**src/cctc_defs.vh**
```
// Register map and field positions of the capture/compare timer controls.
// Assumes an 8-bit register port with byte offsets as listed below.
`ifndef CCTC_DEFS_VH
`define CCTC_DEFS_VH
`define CCTC_ADDR_W        8
`define CCTC_OFS_FUNC_SEL  8'h80
`define CCTC_OFS_FORCE     8'h81
`define CCTC_OFS_C7_MASK   8'h82
`define CCTC_OFS_C7_DATA   8'h83
`define CCTC_OFS_CNT_HI    8'h84
`define CCTC_OFS_CNT_LO    8'h85
`define CCTC_OFS_SYS_CTRL  8'h86
`define CCTC_OFS_OUT_HI    8'h88
`define CCTC_OFS_OUT_LO    8'h89
`define CCTC_OFS_EDGE_HI   8'h8A
`define CCTC_OFS_EDGE_LO   8'h8B
`define CCTC_OFS_IRQ_EN    8'h8C
`define CCTC_OFS_OVF_CTRL  8'h8D
`define CCTC_OFS_CH_FLAG   8'h8E
`define CCTC_OFS_WRAP_FLAG 8'h8F
`define CCTC_OFS_CMP_BASE  8'h90
`define CCTC_OFS_PORT_DATA 8'hAE
`define CCTC_OFS_PORT_DIR  8'hAF
`define CCTC_OFS_ACC_A_HI  8'hA2
`define CCTC_OFS_ACC_A_LO  8'hA3
`define CCTC_OFS_ACC_B_HI  8'hA4
`define CCTC_OFS_ACC_B_LO  8'hA5
`define CCTC_OFS_MOD_HI    8'hB6
`define CCTC_OFS_MOD_LO    8'hB7
`define CCTC_BIT_RUN       7
`define CCTC_BIT_HALT_WAIT 6
`define CCTC_BIT_HALT_DBG  5
`define CCTC_BIT_QUICK_CLR 4
`define CCTC_BIT_WRAP_IE   7
`define CCTC_BIT_CLR_ON_C7 3
`define CCTC_BIT_WRAP_FLAG 7
`define CCTC_RST_BYTE      8'h00
`define CCTC_RST_WORD      16'h0000
`define CCTC_DIV64_LOG2    6
`endif

```
**src/cctc_top.v**
```verilog
// Control and status slice of an eight-channel 16-bit capture/compare timer.
// Assumes a byte-wide register port, synchronous pin inputs, one clock.
// What this block does
// - Direction bit: 0 capture, 1 compare.
// - Force register always reads zero.
// - Force bit performs compare action, no flag.
// - Ch7 mask drives compare pin as output.
// - Ch7 match copies ch7 data to masked pins.
// - Ch7 mask blocks channel mode/level action.
// - Simultaneous match: ch7 data wins on pin.
// - 16-bit up counter; writes only while special_mode_select_in low.
// - Counter write not synchronised with prescaler.
// - Run bit 0 halts counter and div64.
// - Halt in wait stops timer, accumulators, modulus.
// - Halt in debug stops timer and modulus only.
// - Quick clear: capture read/compare write clears flag.
// - Quick clear: counter accesses clear their flags.
// - Mode/level: off, toggle, clear, set.
// - Mode or level set makes compare pin output.
// - Edge bits: off, rising, falling, any.
// - Channel enable gates channel flag to irq.
// - Wrap enable gates wrap flag to irq.
// - Pins are GPIO until compare takes them.
// - Port data latched while timer owns pin.
// - Wrap flag set on wrap, cleared by bit 7.
// - Channel flags cleared by writing one.
// - Prescale 2^n, changes when stages zero.
// - Counter clear on ch7 match when enabled.
`include "cctc_defs.vh"
module cctc_top #(
	parameter CH_N = 8
) (
	// Clock and reset.
	input  wire                    clk_in,
	input  wire                    rstn_in,
	// Register port.
	input  wire [`CCTC_ADDR_W-1:0] addr_in,
	input  wire [7:0]              wdata_in,
	input  wire                    wr_in,
	input  wire                    rd_in,
	output reg  [7:0]              rdata_out,
	// Processor state.
	input  wire                    special_mode_select_in,
	input  wire                    cpu_wait_in,
	input  wire                    cpu_debug_in,
	// Timer port pins.
	input  wire [CH_N-1:0]         pin_in,
	output reg  [CH_N-1:0]         pin_out,
	output reg  [CH_N-1:0]         pin_oe_out,
	// Requests and clocks to neighbouring timer parts.
	output wire                    irq_out,
	output wire                    div64_tick_out,
	output wire                    accum_run_out,
	output wire                    modulus_run_out,
	output wire                    accum_a_clear_out,
	output wire                    accum_b_clear_out,
	output wire                    modulus_clear_out
);

	reg [7:0]  func_sel_q, c7_mask_q, c7_data_q, sys_ctrl_q, out_hi_q, out_lo_q;
	reg [7:0]  edge_hi_q, edge_lo_q, irq_en_q, ovf_ctrl_q, port_data_q, port_dir_q;
	reg [7:0]  ch_flag_q, oc_line_q, pin_prev_q;
	reg [15:0] cnt_q;
	reg [15:0] cmp_q [0:CH_N-1];
	reg [15:0] cap_q [0:CH_N-1];
	reg [6:0]  presc_q;
	reg [2:0]  presc_sel_q;
	reg        wrap_flag_q;
	reg        wr_d1_q;
	integer    i;
	integer    j;
	integer    k;
	integer    m;

	// Two-bit field of channel n within a pair of control bytes.
	function [1:0] pair_of;
		input [7:0] hi;
		input [7:0] lo;
		input [2:0] n;
		reg   [15:0] both;
		begin
			both = {hi, lo};
			pair_of = both[{n, 1'b0} +: 2];
		end
	endfunction

	// Run gating from enable, wait and debug.
	wire halt_wait = sys_ctrl_q[`CCTC_BIT_HALT_WAIT] & cpu_wait_in;
	wire halt_dbg  = sys_ctrl_q[`CCTC_BIT_HALT_DBG] & cpu_debug_in;
	wire run       = sys_ctrl_q[`CCTC_BIT_RUN] & ~halt_wait & ~halt_dbg;
	assign accum_run_out   = ~halt_wait;
	assign modulus_run_out = ~halt_wait & ~halt_dbg;

	// Prescaler: divide by 2^sel; a new setting loads once all stages are zero.
	wire [6:0] presc_mask = (7'h01 << presc_sel_q) - 7'h01;
	wire       cnt_tick   = run & ((presc_q & presc_mask) == 7'h00);
	assign div64_tick_out = run & (presc_q[`CCTC_DIV64_LOG2-1:0] == 6'h00);

	// Access decode.
	wire quick   = sys_ctrl_q[`CCTC_BIT_QUICK_CLR];
	wire acc     = wr_in | rd_in;
	wire cnt_acc = acc & ((addr_in == `CCTC_OFS_CNT_HI) | (addr_in == `CCTC_OFS_CNT_LO));
	wire cmp_win = (addr_in[7:4] == `CCTC_OFS_CMP_BASE >> 4);
	wire [2:0] cmp_ch = addr_in[3:1];
	assign accum_a_clear_out = quick & acc & ((addr_in == `CCTC_OFS_ACC_A_HI) |
		(addr_in == `CCTC_OFS_ACC_A_LO));
	assign accum_b_clear_out = quick & acc & ((addr_in == `CCTC_OFS_ACC_B_HI) |
		(addr_in == `CCTC_OFS_ACC_B_LO));
	assign modulus_clear_out = quick & acc & ((addr_in == `CCTC_OFS_MOD_HI) |
		(addr_in == `CCTC_OFS_MOD_LO));

	// Matches, forced actions and captures.
	reg [7:0] match, force_v, capt, act_hit;
	reg [1:0] es;
	always @* begin
		force_v = (wr_in && addr_in == `CCTC_OFS_FORCE) ? wdata_in : 8'h00;
		match = 8'h00;
		capt = 8'h00;
		es = 2'b00;
		for (j = 0; j < CH_N; j = j + 1) begin
			match[j] = cnt_tick & func_sel_q[j] & (cnt_q == cmp_q[j]);
			es = pair_of(edge_hi_q, edge_lo_q, j[2:0]);
			capt[j] = ~func_sel_q[j] & ((es[0] & ~pin_prev_q[j] & pin_in[j]) |
				(es[1] & pin_prev_q[j] & ~pin_in[j]));
		end
		act_hit = match | (force_v & func_sel_q);
	end
	wire c7_fire = act_hit[7];

	// Output compare line per channel; ch7 mask overrides the channel action.
	reg [7:0] oc_next;
	reg [1:0] ml;
	always @* begin
		ml = 2'b00;
		for (k = 0; k < CH_N; k = k + 1) begin
			ml = pair_of(out_hi_q, out_lo_q, k[2:0]);
			oc_next[k] = oc_line_q[k];
			if (c7_mask_q[k]) begin
				if (c7_fire)
					oc_next[k] = c7_data_q[k];
			end else if (act_hit[k]) begin
				case (ml)
					2'b01: oc_next[k] = ~oc_line_q[k];
					2'b10: oc_next[k] = 1'b0;
					2'b11: oc_next[k] = 1'b1;
					default: oc_next[k] = oc_line_q[k];
				endcase
			end
		end
	end

	// Pin ownership: compare function takes the pin, else general I/O.
	reg       timer_own;
	reg [1:0] own_ml;
	always @* begin
		timer_own = 1'b0;
		own_ml = 2'b00;
		for (m = 0; m < CH_N; m = m + 1) begin
			own_ml = pair_of(out_hi_q, out_lo_q, m[2:0]);
			timer_own = func_sel_q[m] & (c7_mask_q[m] | (own_ml != 2'b00));
			pin_oe_out[m] = timer_own | port_dir_q[m];
			pin_out[m] = timer_own ? oc_line_q[m] : port_data_q[m];
		end
	end

	// Interrupt request from gated flags.
	assign irq_out = |(ch_flag_q & irq_en_q) | (wrap_flag_q & ovf_ctrl_q[`CCTC_BIT_WRAP_IE]);

	// Channel flag next value: events set, clears by write-one or quick clear.
	reg [7:0] flag_clr, flag_set;
	always @* begin
		flag_clr = 8'h00;
		if (wr_in && addr_in == `CCTC_OFS_CH_FLAG)
			flag_clr = wdata_in;
		if (quick && cmp_win && ((rd_in && !func_sel_q[cmp_ch]) ||
			(wr_in && func_sel_q[cmp_ch])))
			flag_clr[cmp_ch] = 1'b1;
		flag_set = match | capt;
	end

	// Main sequential process.
	always @(posedge clk_in) begin
		if (!rstn_in) begin
			func_sel_q  <= `CCTC_RST_BYTE;
			c7_mask_q   <= `CCTC_RST_BYTE;
			c7_data_q   <= `CCTC_RST_BYTE;
			sys_ctrl_q  <= `CCTC_RST_BYTE;
			out_hi_q    <= `CCTC_RST_BYTE;
			out_lo_q    <= `CCTC_RST_BYTE;
			edge_hi_q   <= `CCTC_RST_BYTE;
			edge_lo_q   <= `CCTC_RST_BYTE;
			irq_en_q    <= `CCTC_RST_BYTE;
			ovf_ctrl_q  <= `CCTC_RST_BYTE;
			port_data_q <= `CCTC_RST_BYTE;
			port_dir_q  <= `CCTC_RST_BYTE;
			ch_flag_q   <= `CCTC_RST_BYTE;
			oc_line_q   <= `CCTC_RST_BYTE;
			pin_prev_q  <= `CCTC_RST_BYTE;
			cnt_q       <= `CCTC_RST_WORD;
			presc_q     <= 7'h00;
			presc_sel_q <= 3'h0;
			wrap_flag_q <= 1'b0;
			wr_d1_q     <= 1'b0;
			rdata_out   <= `CCTC_RST_BYTE;
			for (i = 0; i < CH_N; i = i + 1) begin
				cmp_q[i] <= `CCTC_RST_WORD;
				cap_q[i] <= `CCTC_RST_WORD;
			end
		end else begin
			wr_d1_q    <= wr_in;
			pin_prev_q <= pin_in;
			oc_line_q  <= oc_next;
			ch_flag_q  <= (ch_flag_q & ~flag_clr) | flag_set;
			// Prescaler runs only while the timer runs.
			if (run)
				presc_q <= presc_q + 7'h01;
			if (presc_q == 7'h00)
				presc_sel_q <= ovf_ctrl_q[2:0];
			// Counter: wrap flag, clear on ch7, write while special_mode_select_in low.
			if (cnt_tick) begin
				if (c7_fire && ovf_ctrl_q[`CCTC_BIT_CLR_ON_C7])
					cnt_q <= `CCTC_RST_WORD;
				else
					cnt_q <= cnt_q + 16'h0001;
			end
			if (wr_in && !special_mode_select_in && addr_in == `CCTC_OFS_CNT_HI)
				cnt_q[15:8] <= wdata_in;
			if (wr_in && !special_mode_select_in && addr_in == `CCTC_OFS_CNT_LO)
				cnt_q[7:0] <= wdata_in;
			if ((wr_in && addr_in == `CCTC_OFS_WRAP_FLAG && wdata_in[`CCTC_BIT_WRAP_FLAG]) ||
				(quick && cnt_acc))
				wrap_flag_q <= 1'b0;
			if (cnt_tick && cnt_q == 16'hFFFF &&
				!(c7_fire && ovf_ctrl_q[`CCTC_BIT_CLR_ON_C7]))
				wrap_flag_q <= 1'b1;
			// Captures.
			for (i = 0; i < CH_N; i = i + 1)
				if (capt[i])
					cap_q[i] <= cnt_q;
			// Register writes.
			if (wr_in) begin
				case (addr_in)
					`CCTC_OFS_FUNC_SEL:  func_sel_q  <= wdata_in;
					`CCTC_OFS_C7_MASK:   c7_mask_q   <= wdata_in;
					`CCTC_OFS_C7_DATA:   c7_data_q   <= wdata_in;
					`CCTC_OFS_SYS_CTRL:  sys_ctrl_q  <= {wdata_in[7:4], 4'h0};
					`CCTC_OFS_OUT_HI:    out_hi_q    <= wdata_in;
					`CCTC_OFS_OUT_LO:    out_lo_q    <= wdata_in;
					`CCTC_OFS_EDGE_HI:   edge_hi_q   <= wdata_in;
					`CCTC_OFS_EDGE_LO:   edge_lo_q   <= wdata_in;
					`CCTC_OFS_IRQ_EN:    irq_en_q    <= wdata_in;
					`CCTC_OFS_OVF_CTRL:  ovf_ctrl_q  <= {wdata_in[7], 1'b0, wdata_in[5:0]};
					`CCTC_OFS_PORT_DATA: port_data_q <= wdata_in;
					`CCTC_OFS_PORT_DIR:  port_dir_q  <= wdata_in;
					default: ;
				endcase
				if (cmp_win) begin
					if (addr_in[0])
						cmp_q[cmp_ch][7:0] <= wdata_in;
					else
						cmp_q[cmp_ch][15:8] <= wdata_in;
				end
			end
			// Read data, valid the cycle after the strobe.
			rdata_out <= 8'h00;
			if (rd_in) begin
				case (addr_in)
					`CCTC_OFS_FUNC_SEL:  rdata_out <= func_sel_q;
					`CCTC_OFS_FORCE:     rdata_out <= 8'h00;
					`CCTC_OFS_C7_MASK:   rdata_out <= c7_mask_q;
					`CCTC_OFS_C7_DATA:   rdata_out <= c7_data_q;
					`CCTC_OFS_CNT_HI:    rdata_out <= cnt_q[15:8];
					`CCTC_OFS_CNT_LO:    rdata_out <= cnt_q[7:0];
					`CCTC_OFS_SYS_CTRL:  rdata_out <= sys_ctrl_q;
					`CCTC_OFS_OUT_HI:    rdata_out <= out_hi_q;
					`CCTC_OFS_OUT_LO:    rdata_out <= out_lo_q;
					`CCTC_OFS_EDGE_HI:   rdata_out <= edge_hi_q;
					`CCTC_OFS_EDGE_LO:   rdata_out <= edge_lo_q;
					`CCTC_OFS_IRQ_EN:    rdata_out <= irq_en_q;
					`CCTC_OFS_OVF_CTRL:  rdata_out <= ovf_ctrl_q;
					`CCTC_OFS_CH_FLAG:   rdata_out <= ch_flag_q;
					`CCTC_OFS_WRAP_FLAG: rdata_out <= {wrap_flag_q, 7'h00};
					`CCTC_OFS_PORT_DATA: rdata_out <= port_data_q;
					`CCTC_OFS_PORT_DIR:  rdata_out <= port_dir_q;
					default: begin
						if (cmp_win)
							rdata_out <= func_sel_q[cmp_ch] ?
								(addr_in[0] ? cmp_q[cmp_ch][7:0] : cmp_q[cmp_ch][15:8]) :
								(addr_in[0] ? cap_q[cmp_ch][7:0] : cap_q[cmp_ch][15:8]);
					end
				endcase
			end
		end
	end

endmodule // cctc_top

```
**config.mk**
```make
export PLATFORM = sky130hd
export DESIGN_NAME = cctc_top
export DESIGN_NICKNAME = d
export VERILOG_FILES = /design/src/cctc_top.v
export VERILOG_INCLUDE_DIRS = /design/src /design/src/src
export SDC_FILE = /design/constraint.sdc
export NUM_CORES = 1
export LEC_CHECK = 0
export BUFFER_PORTS_ARGS = -buffer_cell sky130_fd_sc_hd__buf_4
export CAP_MARGIN = 25
export CORE_MARGIN = 4
export CORE_UTILIZATION = 30
export DETAILED_ROUTE_END_ITERATION = 12
export PLACE_DENSITY = 0.5
export SLEW_MARGIN = 25
export SYNTH_ARGS = -nofsm -noshare
export SYNTH_HDL_FRONTEND = slang
export SYNTH_SLANG_ARGS = --single-unit
```
**constraint.sdc**
```tcl
create_clock -name clk_in -period 2.63 [get_ports clk_in]
set_input_delay 0.263 -clock clk_in [delete_from_list [all_inputs] [get_ports clk_in]]
set_output_delay 0.263 -clock clk_in [all_outputs]
set_load 0.02 [all_outputs]
```
## Yosys cells after proc, flatten, opt, wreduce, memory -nomap -nowiden

Memories as Yosys holds them, arrays and structs flattened.
Index checks and enable logic that the tools add are counted.

- Bits in latches: 0
- Bits in writable memories: 256
- ROM bits: 0
- Memories kept: 2
- Word-level logic and storage cells: 435
- Output and inout bits: 31
- Flip-flop bits (word level): 150
- Bits of input ports: 31

- Shift-type cells: 1
- $add $sub $neg: 3
- Multipliers: 0
- Equality and inequality tests: 64
- Magnitude comparators: 2
- Divide/modulo/power cells: 0
- Bitwise logic cells: 158
- Reduce and logical (&&, ||, !) cells: 73
- Multiplexer cells: 104

Memories:

| name | words | bits a word | rd ports | clocked after Yosys merged registers in | wr ports | line | source |
|---|---|---|---|---|---|---|---|
| cap_q | 8 | 16 | 1 | 0 | 8 | cctc_top.v:65 | `reg [15:0] cap_q [0:CH_N-1];` |
| cmp_q | 8 | 16 | 9 | 0 | 8 | cctc_top.v:64 | `reg [15:0] cmp_q [0:CH_N-1];` |

Operators with widths:

| kind | count |
|---|---|
| $eq A8 B8 Y1 const B | 23 |
| $mux W16 | 11 |
| $pmux W8 S17 | 1 |
| $eq A16 B16 Y1 | 8 |
| $and A1 B1 Y1 | 77 |
| $mux W8 | 9 |
| $mux W1 | 71 |
| $or A1 B1 Y1 | 38 |
| $reduce_bool A2 Y1 | 18 |
| $not A1 Y1 | 34 |
| $eq A2 B2 Y1 const B | 16 |
| $or A8 B8 Y8 | 4 |
| $reduce_bool A4 Y1 | 8 |
| $reduce_and A2 Y1 | 14 |
| $and A8 B8 Y8 | 3 |
| $pmux W1 S3 | 8 |
| $reduce_and A3 Y1 | 7 |
| $add A16 B1 Y16 const B | 1 |
| $eq A16 B16 Y1 const B | 1 |
| $eq A2 B1 Y1 const B | 8 |
| $logic_and A1 B1 Y1 | 16 |
| $reduce_or A16 Y1 | 1 |
| $logic_not A7 Y1 | 2 |
| $ne A2 B1 Y1 const B | 7 |
| other kinds (16) | 19 |

## Depth between registers and ports, before layout

- Word-level depth: 12
- Gate-level depth with buffers: 12
- Gate-level depth less buffers: 10

## Worst setup path before layout

OpenSTA, ideal clock, no wires.

- Path kind: input -> register
- Start point: input port addr_in[2]
- End point: memory cmp_q[3][10], enable pin
- Cell stages on the path: 7
- Slack: 0.174 ns
- Setup time: 0.384 ns
- Data required time: 2.246 ns
- Path buffers: 5
- Arrival time: 2.072 ns
- Path through: buf_2 > buf_4 > buf_2 > buf_2 > buf_2 > nand2_1 > o21ai_0

RTL lines:

| element | line | source |
|---|---|---|
| from (decl) | cctc_top.v:37 | `` input wire [`CCTC_ADDR_W-1:0] addr_in, `` |
| to (decl) | cctc_top.v:64 |  |

## Final worst setup path

- Start point: register presc_sel_q[1]
- End point: register oc_line_q[4]

- Cells in the longest elaborated chain, start to end: 10
- Elaborated cells between the ends (all ways): 13
- Those cells by class: add/sub (1); eq/ne (1); shift (1); bitwise (7); reduce/logical (3)

Ends and longest elaborated chain:

| element | line | source |
|---|---|---|
| from (decl) | cctc_top.v:67 | `reg [2:0] presc_sel_q;` |
| from (signal assigned) | cctc_top.v:218 | `presc_sel_q <= ovf_ctrl_q[2:0];` |
| $shl A1 B3 Y7 * | cctc_top.v:95 | `wire [6:0] presc_mask = (7'h01 << presc_sel_q) - 7'h01;` |
| $sub A7 B1 Y7 * | cctc_top.v:95 |  |
| $and A7 B7 Y7 * | cctc_top.v:96 | `wire cnt_tick = run & ((presc_q & presc_mask) == 7'h00);` |
| $logic_not A7 Y1 * | cctc_top.v:96 |  |
| $and A1 B1 Y1 * | cctc_top.v:96 |  |
| $and A1 B1 Y1 (2 in series) | cctc_top.v:121 | `match[j] = cnt_tick & func_sel_q[j] & (cnt_q == cmp_q[j]);` |
| $or A8 B8 Y8 * | cctc_top.v:126 | `act_hit = match \| (force_v & func_sel_q);` |
| $ne A2 B1 Y1 (no line) or $reduce_bool A2 Y1 (tied branches) | -- |  |
| $reduce_and A3 Y1 (no line) * | -- |  |
| to (signal assigned) | cctc_top.v:197 | `` oc_line_q <= `CCTC_RST_BYTE; `` |
| to (signal assigned) | cctc_top.v:212 | `oc_line_q <= oc_next;` |
| to (decl) | cctc_top.v:62 | `reg [7:0] ch_flag_q, oc_line_q, pin_prev_q;` |

Every way passes the cells marked *; elsewhere a longest branch is shown, timed or not.
A chain may end at the register's enable or synchronous reset.

==> results summary <==
The run finished with clean final reports. Pin placement for this block handled 62 I/O pins. The nature of the critical path endpoint is a register. The maximum clock insertion buffer count is 3. Data on the critical path is required at its endpoint by 3.17 ns.

The number of levels the H-tree was split into is 2. The maximum number of pins on one net before global-route repair came out at 59. The launch instance of the worst min-delay path is wdata_in[3]. The unique cell type count in the Yosys netlist came out at 71. The final-report hold violation count is 0. The endpoint of the worst-slack reg-to-reg timing path is oc_line_q[4]. The end of the worst hold path is port_data_q[3]. The clock root buffer is sky130_fd_sc_hd__clkbuf_16. The post-route non-filler standard cell count came out at 3185.

The stage delay of the slowest cell on the critical path is 0.40 ns. STA classifies the critical path startpoint as a register. At the end of the flow, the number of nets in the layout was 2254.

The count of nets left with antenna violations once routing finished came out at 0. The clock net in this run drives a total of 406 sinks. The cell area after placement came out at 23880 µm². The share of the Yosys chip area taken by registers is 50.70%. After filler insertion, the fill cell instance count of the layout stands at 6921.

The average detailed-routed wire length per instance is 27.86 µm. In this run the worst path has a maximum fanout of 8. For the worst flop-to-flop path, the logic depth is 10. The number of antenna violations at the first check in global routing was 3. Broken down by cell family, the worst path's largest delay share belongs to simple AND/OR/NAND/NOR gates. The routed wire length came out at around 89 mm. The kind of path behind the tightest hold check is in2reg. The overall via count from detail_route came out at 17638. The instance count along the most critical hold path came out at 3. The maximum operating frequency came out at 0.3810 GHz. STA puts the critical path data arrival time at 3.16 ns. Clock-pin slew was measured on the worst setup and hold paths at 0.06 ns. The type of the setup path with the least slack is reg2reg. Cells with a size suffix above 1 make up 19.79% of the layout. The first global-routing pass estimated 125.6 mm of wire. The total placed cells including tap cells is 3087. The pre-antenna-repair detailed-routing pass consisted of 7 iterations.

The startpoint identified for the worst register-to-register timing path is presc_sel_q[1]. The worst vdd rail ir drop is 0.0004693 V. After layout, the worst path uses 99.79% of the clock period. The number of DRC violations after detailed routing is 0.

Dividing the detail-routed via count by the number of cells gives 5.538. The clock buffer count from CTS came out at 48. The count of input and output buffers came out at 61. Total power for the finished layout comes to about 0.015 W. The TritonCTS clock tree is built. The finished cells cover between 20000 and 30000 µm². The biggest area contributor in the post-synthesis netlist is sky130_fd_sc_hd__edfxtp_1. The flip-flop and latch count after synthesis came out at a little over 400.

Global routing used a little under a quarter of the available tracks across all layers. The average cell area after synthesis is approximately 10 µm². The die covers 74590 µm². The share of flip-flops with an asynchronous set or reset came out at 0%. The leakage power came out at 9.260 nW. The transition time at the pin with the least slew margin is 1.037 ns. Among all stages on the critical path, the largest delay is contributed by sky130_fd_sc_hd__or3_4. The synthesis warning total came out at 0. The combined buffer and inverter count along the critical path came out at 2.

The leftover overflow at the end of global routing is 0. From synthesis to final layout, the design area changed by 22.23%. The effective utilization at floorplan came out at 30.48%. Measured along the x axis, the die boundary spans between 200 and 300 µm.

For this run, the leading register cell type out of synthesis is sky130_fd_sc_hd__edfxtp_1. Counting every net in the synthesized netlist gives 2082. The number of max-capacitance violations reported came out at 0. The final worst hold slack came out at between 0.04 and 0.05 ns.

The antenna diode count came out at 0. The total power density per cell area is 597.6 nW/µm². The final total negative setup slack came out at 0 ns. The via count of the first global-routing pass came out at 17373.

The number of standard-cell rows in the floorplan is 96. Routability-driven placement finished with a final weighted congestion of 0.9531. Setup violations remaining at the end of the flow were counted as 0. Across all register-to-register paths, the minimum setup slack is 0.006 ns. Of the post-synthesis cell area, the dominant cell type holds 36.46%. The HPWL after detailed placement is approximately 64 mm. The detailed router finished its first iteration with 2064 violations.

Measured along the y axis, the die boundary spans 273.1 µm. The worst relative slew slack is 30.61%. The signal on the critical path passes through or3_4 -> ha_4 -> o22ai_2 -> nor4_2 -> and3_4 -> buf_12 -> buf_8 -> nand4_1 -> a221oi_2 -> mux2i_1. The core area is 69190 µm².

The post-route clock skew came out at about 0.027 ns. Setup repair after global routing could not meet its margin everywhere. The clock insertion delay at the later pin of the skew report came out at 0.60 ns. The number of enable-type register cells in the synthesized netlist is between 200 and 300.

The max-slew violation count came out at 0. The clock period could shrink to 2.624 ns. Ranked by total cell area, the synthesized netlist is headed by sky130_fd_sc_hd__edfxtp_1 36%, sky130_fd_sc_hd__dfxtp_1 14%, sky130_fd_sc_hd__mux2i_1 6.4%, sky130_fd_sc_hd__xnor2_1 5.2%, sky130_fd_sc_hd__nor2_1 4.1%. The synthesized area came out at 21090 µm². The number of cells produced by synthesis is 2047.
[worst max path at each step]
stage                   start            to  slack, ns  cells past startpoint
5_1_grt        presc_sel_q[1]  oc_line_q[4]      -0.06                     10
3_3_place_gp       addr_in[3]  rdata_out[6]      -1.66                      9
6_report       presc_sel_q[1]  oc_line_q[4]      0.006                     10
4_1_cts              cnt_q[4]  oc_line_q[6]       0.06                      8
2_1_floorplan      addr_in[2]  cmp_q[3][10]       0.17                      7
3_5_place_dp       addr_in[2]  rdata_out[3]      -0.42                     10
[worst register-to-register path: stages (launching register included)]
cell                       delay [ns]
sky130_fd_sc_hd__dfxtp_2         0.32
sky130_fd_sc_hd__or3_4           0.40
sky130_fd_sc_hd__ha_4            0.28
sky130_fd_sc_hd__o22ai_2         0.07
sky130_fd_sc_hd__nor4_2          0.26
sky130_fd_sc_hd__and3_4          0.27
sky130_fd_sc_hd__buf_12          0.14
sky130_fd_sc_hd__buf_8           0.14
sky130_fd_sc_hd__nand4_1         0.20
sky130_fd_sc_hd__a221oi_2        0.30
sky130_fd_sc_hd__mux2i_1         0.20
[metrics by stage]
stage               setup slack, ns  util [%]
floorplan                    0.1738         -
global placement             -1.658     34.50
detailed placement          -0.4247     34.52
CTS                         0.05658     37.06
global route               -0.06370     37.25
finish                     0.005597     37.25
[placed cells by master (no fill, tap or decap), types with 12 or more instances in the layout]
cell type and n:
sky130_fd_sc_hd__a21oi_1 57, sky130_fd_sc_hd__a221oi_1 21, sky130_fd_sc_hd__a22oi_1 41, sky130_fd_sc_hd__a31oi_1 27
sky130_fd_sc_hd__and2_1 104, sky130_fd_sc_hd__and3_1 58, sky130_fd_sc_hd__buf_12 21, sky130_fd_sc_hd__buf_4 252
sky130_fd_sc_hd__clkbuf_16 51, sky130_fd_sc_hd__dfxtp_1 148, sky130_fd_sc_hd__edfxtp_1 256, sky130_fd_sc_hd__inv_1 33
sky130_fd_sc_hd__mux2_2 33, sky130_fd_sc_hd__mux2i_1 135, sky130_fd_sc_hd__mux4_2 20, sky130_fd_sc_hd__nand2_1 174
sky130_fd_sc_hd__nand2b_1 32, sky130_fd_sc_hd__nand3_1 45, sky130_fd_sc_hd__nand4_1 36, sky130_fd_sc_hd__nor2_1 227
sky130_fd_sc_hd__nor3_1 23, sky130_fd_sc_hd__nor4_1 12, sky130_fd_sc_hd__o211ai_1 18, sky130_fd_sc_hd__o21ai_0 81
sky130_fd_sc_hd__o22ai_1 22, sky130_fd_sc_hd__xnor2_1 126, sky130_fd_sc_hd__xor2_1 19
[what timing repair did]
item,CTS,global route
buffers inserted,0,3
resized for setup,1,16
hold buffers,9,0
endpoints found under the hold margin,9,0
pin swaps,0,10
endpoints found under the setup margin,1,9
cloned,0,1
[power by group]
part | leakage, nW | switching [W] | internal, W | total [W]
sequential | 3.75 | 0.000144 | 0.00694 | 0.00708
clock | 0.823 | 0.00284 | 0.00425 | 0.00709
combinational | 4.69 | 0.000791 | 0.000437 | 0.00123
total | 9.26 | 0.00377 | 0.0116 | 0.0154
[cell usage after synthesis (19+ instances only)]
library cell	count
sky130_fd_sc_hd__mux2i_1	135
sky130_fd_sc_hd__o22ai_1	23
sky130_fd_sc_hd__and2_1	104
sky130_fd_sc_hd__and3_1	59
sky130_fd_sc_hd__a221oi_1	21
sky130_fd_sc_hd__xnor2_1	126
sky130_fd_sc_hd__edfxtp_1	256
sky130_fd_sc_hd__clkbuf_1	102
sky130_fd_sc_hd__buf_1	22
sky130_fd_sc_hd__nor3_1	23
sky130_fd_sc_hd__nand4_1	36
sky130_fd_sc_hd__nor2_1	228
sky130_fd_sc_hd__nand2b_1	32
sky130_fd_sc_hd__inv_1	34
sky130_fd_sc_hd__mux4_2	20
sky130_fd_sc_hd__buf_2	32
sky130_fd_sc_hd__a31oi_1	27
sky130_fd_sc_hd__nand3_1	46
sky130_fd_sc_hd__dfxtp_1	150
sky130_fd_sc_hd__a21oi_1	57
sky130_fd_sc_hd__xor2_1	19
sky130_fd_sc_hd__mux2_2	33
sky130_fd_sc_hd__o21ai_0	81
sky130_fd_sc_hd__a22oi_1	41
sky130_fd_sc_hd__nand2_1	174
[per-layer routing]
layer	vias up	part of all wire [%]	global-route usage, %
met1	8785	41	30.77
met2	918	46	36.86
met4	2	4.0	8.536
met5	-	0.015	0
met3	181	9.0	5.154
li1	7752	-	-
[cell families after synthesis]
logic type | synth area share [%]
AOI/OAI and AO/OA | 11.00
xor gates and xnor gates | 6.023
adders and majority gates | 0.2374
buffers and inverters | 3.839
DFF | 50.70
muxes | 10.47
and+or+nand+nor | 17.74
[layout make-up]
class | count | area, µm² | area share (%)
clock inverter | 29 | 342.8 | 1.330
multi-input combinational | 1444 | 9683 | 37.57
inverter | 35 | 133.9 | 0.5194
tap | 931 | 1165 | 4.520
sequential | 406 | 10690 | 41.49
timing repair buffer | 284 | 2442 | 9.476
clock buffer | 56 | 1314 | 5.097
[state kept, by name, summed over array words and instances (netlist names)]
signal / flops
edge_lo_q: 8
oc_line_q: 8
out_lo_q: 8
func_sel_q: 8
wrap_flag_q: 1
cnt_q: 16
port_data_q: 8
out_hi_q: 8
sys_ctrl_q: 4
rdata_out: 8
presc_sel_q: 3
ch_flag_q: 8
edge_hi_q: 8
port_dir_q: 8
c7_data_q: 8
cmp_q: 128
pin_prev_q: 8
ovf_ctrl_q: 7
cap_q: 128
irq_en_q: 8
presc_q: 7
c7_mask_q: 8
No activity file was read; power rests on OpenSTA's default activity.
